File: config.mk
export PLATFORM = sky130hd
export DESIGN_NAME = sacc_device_flat
export DESIGN_NICKNAME = d
export VERILOG_FILES = /design/src/design/sacc_pkg.sv /design/src/design/sacc_if.sv /design/src/design/sacc_device.sv /design/src/flat_wrapper.sv
export VERILOG_INCLUDE_DIRS = /design/src /design/src/design
export SDC_FILE = /design/constraint.sdc
export NUM_CORES = 1
export LEC_CHECK = 0
export BUFFER_PORTS_ARGS = -buffer_cell sky130_fd_sc_hd__buf_4
export CAP_MARGIN = 10
export CORE_ASPECT_RATIO = 0.75
export CORE_MARGIN = 3
export CORE_UTILIZATION = 40
export CTS_CLUSTER_DIAMETER = 30
export CTS_CLUSTER_SIZE = 28
export DETAILED_ROUTE_END_ITERATION = 10
export GPL_TIMING_DRIVEN = 0
export PLACE_DENSITY_LB_ADDON = 0.08
export SLEW_MARGIN = 20
export SYNTH_ARGS = -nofsm -noshare
export SYNTH_HDL_FRONTEND = slang
export SYNTH_SLANG_ARGS = --single-unit
File: constraint.sdc
create_clock -name clk_sys -period 4.7 [get_ports clk_sys]
set_input_delay 0.47 -clock clk_sys [delete_from_list [all_inputs] [get_ports clk_sys]]
set_output_delay 0.47 -clock clk_sys [all_outputs]
set_load 0.02 [all_outputs]
File: src/design/sacc_params.svh
`ifndef SACC_PARAMS_SVH
`define SACC_PARAMS_SVH
// ----------------------------------------
// timing
// ----------------------------------------
`define SACC_CLK_NS 50
`define SACC_CONV_NS 650
`define SACC_CONV_CYC (`SACC_CONV_NS / `SACC_CLK_NS)
`define SACC_START_NS 20
`define SACC_START_CYC \
	(((`SACC_START_NS + `SACC_CLK_NS - 1) / `SACC_CLK_NS) < 1 ? 1 : \
	((`SACC_START_NS + `SACC_CLK_NS - 1) / `SACC_CLK_NS))
`define SACC_ACQ_NS 320
`define SACC_ACQ_CYC ((`SACC_ACQ_NS + `SACC_CLK_NS - 1) / `SACC_CLK_NS)
// ----------------------------------------
// data layout
// ----------------------------------------
`define SACC_DW 16
`define SACC_RESULT_RST 16'h0000
`define SACC_BYTE_W 8
`define SACC_FILL_ONE 1'b1
`define SACC_CNT_W 5
`define SACC_SAMPLE_W 16
`endif

File: src/design/sacc_pkg.sv
package sacc_pkg;
	typedef enum logic [1:0] {SACC_SAMPLE, SACC_CONVERT, SACC_DONE} sacc_dev_st_t;
	typedef enum logic [2:0] {SACC_H_IDLE, SACC_H_LOW, SACC_H_BUSY, SACC_H_READ,
		SACC_H_READ2, SACC_H_ACQ} sacc_host_st_t;
endpackage : sacc_pkg

File: src/design/sacc_if.sv
`timescale 1ns/1ps
`include "sacc_params.svh"
interface sacc_if;
	logic convertStartN;
	logic selectN;
	logic readN;
	logic byteSel;
	logic busy;
	logic [`SACC_DW-1:0] resultOut;
	logic [`SACC_DW-1:0] resultOe;
	logic [`SACC_DW-1:0] parallel_result_bus;
	genvar gi;
	generate
		for (gi = 0; gi < `SACC_DW; gi++) begin : g_bus
			// released lanes read low
			assign parallel_result_bus[gi] = resultOe[gi] & resultOut[gi];
		end
	endgenerate
	modport dev (input convertStartN, input selectN, input readN,
		input byteSel, output busy, output resultOut, output resultOe);
	modport host (output convertStartN, output selectN, output readN,
		output byteSel, input busy, input parallel_result_bus);
endinterface : sacc_if

File: src/design/sacc_device.sv
//Function
// - internal timer ends conversion after 650 ns
// - host holds start low 20 ns, select low
// - start falling edge captures the input
// - busy high through conversion, then low
// - sampling restarts at busy fall if select low, or at select fall
// - select low only needed at start edge
// - bus driven only when select, read low
// - host waits 320 ns acquisition before start
// - byte low gives full word in order
// - byte high: low byte up, ones below
// - start fall with select low, or select fall, mid-conversion resets
// - reset clears latches, drops busy, samples
`timescale 1ns/1ps
`include "sacc_params.svh"
module sacc_device (
	input wire logic clk_sys,
	input wire logic nrst,
	sacc_if.dev link,
	input wire logic [`SACC_SAMPLE_W-1:0] analogSample,
	output logic sampling
);
	// ----------------------------------------
	// edge detection
	// ----------------------------------------
	logic startPrev_ff;
	logic selPrev_ff;
	logic startFall;
	logic selFall;
	logic selLow;
	assign selLow = ~link.selectN;
	assign startFall = startPrev_ff & ~link.convertStartN;
	assign selFall = selPrev_ff & ~link.selectN;

	always_ff @(posedge clk_sys) begin
		if (!nrst) begin
			startPrev_ff <= 1'b1;
		end else begin
			startPrev_ff <= link.convertStartN;
		end
	end

	always_ff @(posedge clk_sys) begin
		if (!nrst) begin
			selPrev_ff <= 1'b1;
		end else begin
			selPrev_ff <= link.selectN;
		end
	end

	// ----------------------------------------
	// event decode
	// ----------------------------------------
	sacc_pkg::sacc_dev_st_t st_ff;
	sacc_pkg::sacc_dev_st_t nxt_st;
	logic [`SACC_CNT_W-1:0] cnt_ff;
	logic [`SACC_CNT_W-1:0] nxt_cnt;
	logic converting;
	logic takeHit;
	logic abortHit;
	logic doneHit;
	assign converting = (st_ff == sacc_pkg::SACC_CONVERT);
	assign takeHit = ~converting & startFall & selLow;
	assign abortHit = converting & ((startFall & selLow) | selFall);
	assign doneHit = converting & ~abortHit &
		(cnt_ff == `SACC_CNT_W'(`SACC_CONV_CYC - 1));

	// ----------------------------------------
	// state sequencing
	// ----------------------------------------
	always_comb begin
		nxt_st = st_ff;
		case (st_ff)
			sacc_pkg::SACC_SAMPLE: begin
				if (takeHit) begin
					nxt_st = sacc_pkg::SACC_CONVERT;
				end
			end
			sacc_pkg::SACC_CONVERT: begin
				if (abortHit || doneHit) begin
					nxt_st = sacc_pkg::SACC_SAMPLE;
				end
			end
			default: begin
				nxt_st = sacc_pkg::SACC_SAMPLE;
			end
		endcase
	end

	always_ff @(posedge clk_sys) begin
		if (!nrst) begin
			st_ff <= sacc_pkg::SACC_SAMPLE;
		end else begin
			st_ff <= nxt_st;
		end
	end

	// ----------------------------------------
	// conversion timer
	// ----------------------------------------
	always_comb begin
		nxt_cnt = cnt_ff;
		if (takeHit) begin
			nxt_cnt = '0;
		end else if (converting && !abortHit && !doneHit) begin
			nxt_cnt = cnt_ff + `SACC_CNT_W'(1);
		end
	end

	always_ff @(posedge clk_sys) begin
		if (!nrst) begin
			cnt_ff <= '0;
		end else begin
			cnt_ff <= nxt_cnt;
		end
	end

	// ----------------------------------------
	// sample hold and result latch
	// ----------------------------------------
	logic [`SACC_DW-1:0] held_ff;
	logic [`SACC_DW-1:0] result_ff;

	always_ff @(posedge clk_sys) begin
		if (!nrst) begin
			held_ff <= `SACC_RESULT_RST;
		end else if (takeHit) begin
			held_ff <= analogSample;
		end
	end

	always_ff @(posedge clk_sys) begin
		if (!nrst) begin
			result_ff <= `SACC_RESULT_RST;
		end else if (abortHit) begin
			result_ff <= `SACC_RESULT_RST;
		end else if (doneHit) begin
			result_ff <= held_ff;
		end
	end

	// ----------------------------------------
	// busy and sampling flags
	// ----------------------------------------
	logic busy_ff;
	logic sampling_ff;

	always_ff @(posedge clk_sys) begin
		if (!nrst) begin
			busy_ff <= 1'b0;
		end else if (takeHit) begin
			busy_ff <= 1'b1;
		end else if (abortHit || doneHit) begin
			busy_ff <= 1'b0;
		end
	end

	always_ff @(posedge clk_sys) begin
		if (!nrst) begin
			sampling_ff <= 1'b1;
		end else if (takeHit) begin
			sampling_ff <= 1'b0;
		end else if (abortHit) begin
			sampling_ff <= 1'b1;
		end else if (doneHit) begin
			sampling_ff <= selLow;
		end else if (!converting && selFall) begin
			sampling_ff <= 1'b1;
		end
	end

	// ----------------------------------------
	// output lanes
	// ----------------------------------------
	logic readHit;
	logic [`SACC_DW-1:0] nxt_out;
	logic [`SACC_DW-1:0] out_ff;
	logic [`SACC_DW-1:0] oe_ff;
	assign readHit = selLow & ~link.readN;
	genvar bi;
	generate
		for (bi = 0; bi < `SACC_DW; bi++) begin : g_lane
			if (bi >= `SACC_BYTE_W) begin : g_hi
				// with byte high, upper lane carries the low byte up; byte low, its own bit
				assign nxt_out[bi] = link.byteSel ?
					result_ff[bi - `SACC_BYTE_W] : result_ff[bi];
			end else begin : g_lo
				assign nxt_out[bi] = link.byteSel ?
					`SACC_FILL_ONE : result_ff[bi];
			end

			always_ff @(posedge clk_sys) begin
				if (!nrst) begin
					out_ff[bi] <= 1'b0;
				end else begin
					out_ff[bi] <= nxt_out[bi];
				end
			end

			always_ff @(posedge clk_sys) begin
				if (!nrst) begin
					oe_ff[bi] <= 1'b0;
				end else begin
					oe_ff[bi] <= readHit;
				end
			end
		end
	endgenerate

	// ----------------------------------------
	// link outputs
	// ----------------------------------------
	assign link.resultOut = out_ff;
	assign link.resultOe = oe_ff;
	assign link.busy = busy_ff;
	assign sampling = sampling_ff;
endmodule : sacc_device

File: src/flat_wrapper.sv
// flat-port wrapper written by rule: the top's interface ports become plain ports
module sacc_device_flat 
  (clk_sys, nrst, analogSample, sampling, link_convertStartN, link_selectN, link_readN, link_byteSel, link_busy, link_resultOut, link_resultOe);
  sacc_if link_i ();
  input wire logic clk_sys;
  input wire logic nrst;
  input wire logic [`SACC_SAMPLE_W-1:0] analogSample;
  output logic sampling;
  input wire logic [$bits(link_i.convertStartN)-1:0] link_convertStartN;
  input wire logic [$bits(link_i.selectN)-1:0] link_selectN;
  input wire logic [$bits(link_i.readN)-1:0] link_readN;
  input wire logic [$bits(link_i.byteSel)-1:0] link_byteSel;
  output wire logic [$bits(link_i.busy)-1:0] link_busy;
  output wire logic [$bits(link_i.resultOut)-1:0] link_resultOut;
  output wire logic [$bits(link_i.resultOe)-1:0] link_resultOe;
  assign link_i.convertStartN = link_convertStartN;
  assign link_i.selectN = link_selectN;
  assign link_i.readN = link_readN;
  assign link_i.byteSel = link_byteSel;
  assign link_busy = link_i.busy;
  assign link_resultOut = {>>{link_i.resultOut}};
  assign link_resultOe = {>>{link_i.resultOe}};
  sacc_device u_core (.clk_sys(clk_sys), .nrst(nrst), .link(link_i), .analogSample(analogSample), .sampling(sampling));
endmodule
==> run_results.csv <==
group,metric,value,unit
status,outcome,"completed",
timing,fin_crit,1.78,ns
critical_path,worst-path-max-fanout,10,
synth,synth-seq-cells,59,
detailed_routing,detailroute.via_count,1909,
pwr,clock_power_share,0.424,
floorplanning,die-height,72.7,microns
clock_network,holdBufCountCts,0,
timing,finalHoldViolations,0,
clock_network,cts_resized,0,
clock_network,ctsHtreeMaxLevel,3,
global_route,grt_first_pass_wirelength,8590,microns
critical_path,rr_worst_depth,7,
clock_network,clk-insertion-delay-late,0.34,ns
synth,syn_nets,291,
critical_path,cp.buffers_inverters,2,
synth,ys_seq_area_frac,0.498,
pwr,net-switching-power,268,uW
pwr,cell_internal_pwr,820,uW
synth,netlist_instances,267,
worst_hold_path,min-delay-start,"link_readN",
place,hpwlAfterDp,3820,microns
critical_path,r2r_path_start,"u_core.cnt_ff[0]",
finish,fin_area,3070,sq um
timing,maxClockFrequency,563,MHz
floorplanning,dieArea,6900,sq um
timing,rsz0062_at_grt,"no",
clock_network,clockRootBuffer,"clkbuf_8",
detailed_routing,drc_errors,0,
worst_hold_path,holdPathEnd,"u_core.link.resultOe[0]",
global_route,grt_max_degree,17,
floorplanning,number_of_core_rows,23,
timing,slew-limit-headroom,0.619,
critical_path,crit_path_end_kind,"register",
global_route,all_layer_gr_usage,0.164,
critical_path,critical_path_arrival,2.05,ns
pwr,finalPower,1.09,mW
synth,yosys_warnings,0,
critical_path,criticalPathCategory,"reg2reg",
finish,finalNetCount,356,
place,place.port_buffers,54,
detailed_routing,totalWireLength,5190,microns
critical_path,critical_path.startpoint_type,"register",
pwr,switching_share,0.246,
pwr,share_seq_of_total_power,0.478,
synth,syn_area,2370,sq um
finish,post_route_cells_drive_above_1_share,0.303,
pwr,max-vdd-ir-drop,0.000178,V
job,drv_cap,0,
floorplanning,dieWidth,94.9,microns
clock_network,tritoncts.num_buffers,9,
timing,fin_tns_setup,0,ns
timing,tightestPinTransition,0.569,ns
place,gp_congestion,0.819,
clock_network,cts_tree,"built",
synth,postSynthAreaPerCell,8.88,sq um
critical_path,critical_path_required,4.97,ns
timing,final_cycle_share,0.378,
floorplanning,top_level_ports,56,
clock_network,numClockSinks,59,
floorplanning,initial_core_utilization,0.429,
worst_hold_path,worst_hold_path.num_cells,2,
pwr,powerDensity,354,nW/um^2
global_route,grt_antenna_before_repair,0,
detailed_routing,avgViaCountPerCell,4.63,
clock_network,cts.reportedPaths.clkPinSlew,0.07,ns
global_route,grt-ovfl-total,0,
pwr,total_leakage_power,1.30,nW
critical_path,cell_family_with_the_largest_share_of_critical_path_delay,"simple AND/OR/NAND/NOR gates",
timing,worst_clock_skew,0.00575,ns
timing,timing.final.max_slew_violations,0,
pwr,comb_power_share,0.098,
finish,syn2layout_area_growth,29.6,%
clock_network,cts-root-to-sink-buffers,2,
detailed_routing,initialDrtViolationCount,108,
critical_path,crit_path_cells,"inv_1 > ha_1 > and4b_4 > nand2_1 > clkbuf_1 > o21ai_0 > a21boi_0",
detailed_routing,antenna_violating_nets_post_route,0,
place,postPlaceCellArea,2870,sq um
critical_path,cpPeakStageDelay,0.39,ns
synth,synthDistinctLibCells,34,
critical_path,rr_endpoint,"u_core.result_ff[13]",
worst_hold_path,holdCritPathClass,"in2reg",
detailed_routing,wire_per_inst,12.6,microns
finish,n_antenna_cell,0,
clock_network,post-cts-setup-buffer-count,0,
timing,setup_viol,0,
critical_path,timing.reg2reg.setup_slack,2.92,ns
global_route,number_of_global_route_vias_before_repair,1761,
finish,layout.core_utilization,0.556,
floorplanning,placeableCoreArea,5530,sq um
detailed_routing,drt-pass1-iter-count,4,
critical_path,slowest_stage,"dfxtp_1",
## cells in the final DEF (no fill, tap or decap), drive strengths merged
master / n
buf: 81
dfxtp: 59
nand2: 39
nor2: 29
a21oi: 22
o21ai: 19
nand3: 17
a21boi: 16
clkbuf: 15
mux2i: 9
clkinv: 5
inv: 3
nand2b: 3
or3: 2
nand4: 2
or4: 2
o311ai: 2
ha: 2
a21o: 1
and4b: 1
and2: 1
nor4b: 1
nand4b: 1
o21a: 1
o31ai: 1
o41ai: 1
bufinv: 1
clkinvlp: 1
## kinds of logic after synthesis
| logic type | Yosys count | synth area share |
|---|---|---|
| flip-flops | 59 | 0.498 |
| adder cells (fa/ha/maj) | 2 | 0.0105 |
| multiplexers | 9 | 0.0380 |
| buffers and inverters | 36 | 0.0960 |
| AO/OA/AOI/OAI | 63 | 0.164 |
| AND/OR/NAND/NOR | 98 | 0.194 |
## through the flow
step | std cells | setup slack (ns) | hold WS, ns
6_report | 412 | 2.92 | 0.276
5_1_grt | 412 | 2.69 | 0.263
4_1_cts | 412 | 2.92 | 0.266
3_5_place_dp | 396 | 2.94 | 0.448
3_3_place_gp | 396 | 2.92 | 0.446
2_1_floorplan | 267 | 3.22 | 0.437
## layout make-up
class                   count  area, sq um
fillers                   559         2450
flip-flops and latches     59         1180
multi-input cells         172          963
repair buffers             54          405
plain buffers              32          213
clock buffers              10          138
well taps                  75         93.8
clock inverters             6         65.1
inverters                   4         15.0
## state kept, by name, indices dropped and copies added (netlist names)
name / flops
u_core.link.busy: 1
u_core.result_ff: 16
u_core.startPrev_ff: 1
u_core.link.resultOe: 1
u_core.st_ff: 1
u_core.selPrev_ff: 1
u_core.link.resultOut: 16
u_core.sampling: 1
u_core.held_ff: 16
u_core.cnt_ff: 5
## power by group through the flow
stage,clock (mW),combinational [mW],sequential [mW]
2_1_floorplan,0,0.0576,0.537
3_3_place_gp,0,0.106,0.532
3_5_place_dp,0,0.107,0.532
4_1_cts,0.473,0.107,0.521
5_1_grt,0.500,0.116,0.522
6_report,0.462,0.106,0.520
## worst max-delay path by stage
stage / start / to / slack (ns) / cells after the start
5_1_grt: u_core.cnt_ff[0] / u_core.result_ff[1] / 2.69 / 7
3_3_place_gp: u_core.cnt_ff[0] / u_core.result_ff[14] / 2.92 / 7
6_report: u_core.cnt_ff[0] / u_core.result_ff[13] / 2.92 / 7
3_5_place_dp: u_core.cnt_ff[0] / u_core.result_ff[13] / 2.94 / 7
4_1_cts: u_core.cnt_ff[0] / u_core.result_ff[13] / 2.92 / 7
2_1_floorplan: u_core.cnt_ff[0] / u_core.result_ff[0] / 3.22 / 7
## cells in the mapped netlist (all sizes together)
cell,n,share of area
dfxtp,59,0.50
nand2,39,0.062
nor2,29,0.046
buf,27,0.081
a21oi,22,0.053
o21ai,19,0.040
nand3,17,0.036
a21boi,16,0.051
mux2i,9,0.038
clkbuf,5,0.0084
inv,3,0.0047
nand2b,3,0.011
ha,2,0.011
nand4,2,0.0053
o311ai,2,0.0074
or3,2,0.0053
or4,2,0.0063
a21o,1,0.0032
and2,1,0.0026
and4b,1,0.0058
clkinv,1,0.0016
nand4b,1,0.0037
nor4b,1,0.010
o21a,1,0.0032
o31ai,1,0.0032
o41ai,1,0.0037
## metal layers
| metal | vias to the layer above | track usage | share of wire |
|---|---|---|---|
| met2 | 64 | 0.213 | 0.37 |
| li1 | 1018 | - | - |
| met1 | 818 | 0.238 | 0.53 |
| met3 | 9 | 0.0629 | 0.083 |
| met5 | - | 0 | 0 |
| met4 | 0 | 0.0720 | 0.018 |
## worst reg2reg max path, cell delays in order, from the launching register on
cell and delay, ns:
dfxtp_1 0.39, inv_1 0.06, ha_1 0.21, and4b_4 0.23
nand2_1 0.19, clkbuf_1 0.35, o21ai_0 0.12, a21boi_0 0.17
Note: power is estimated with default switching activity, not from simulation.
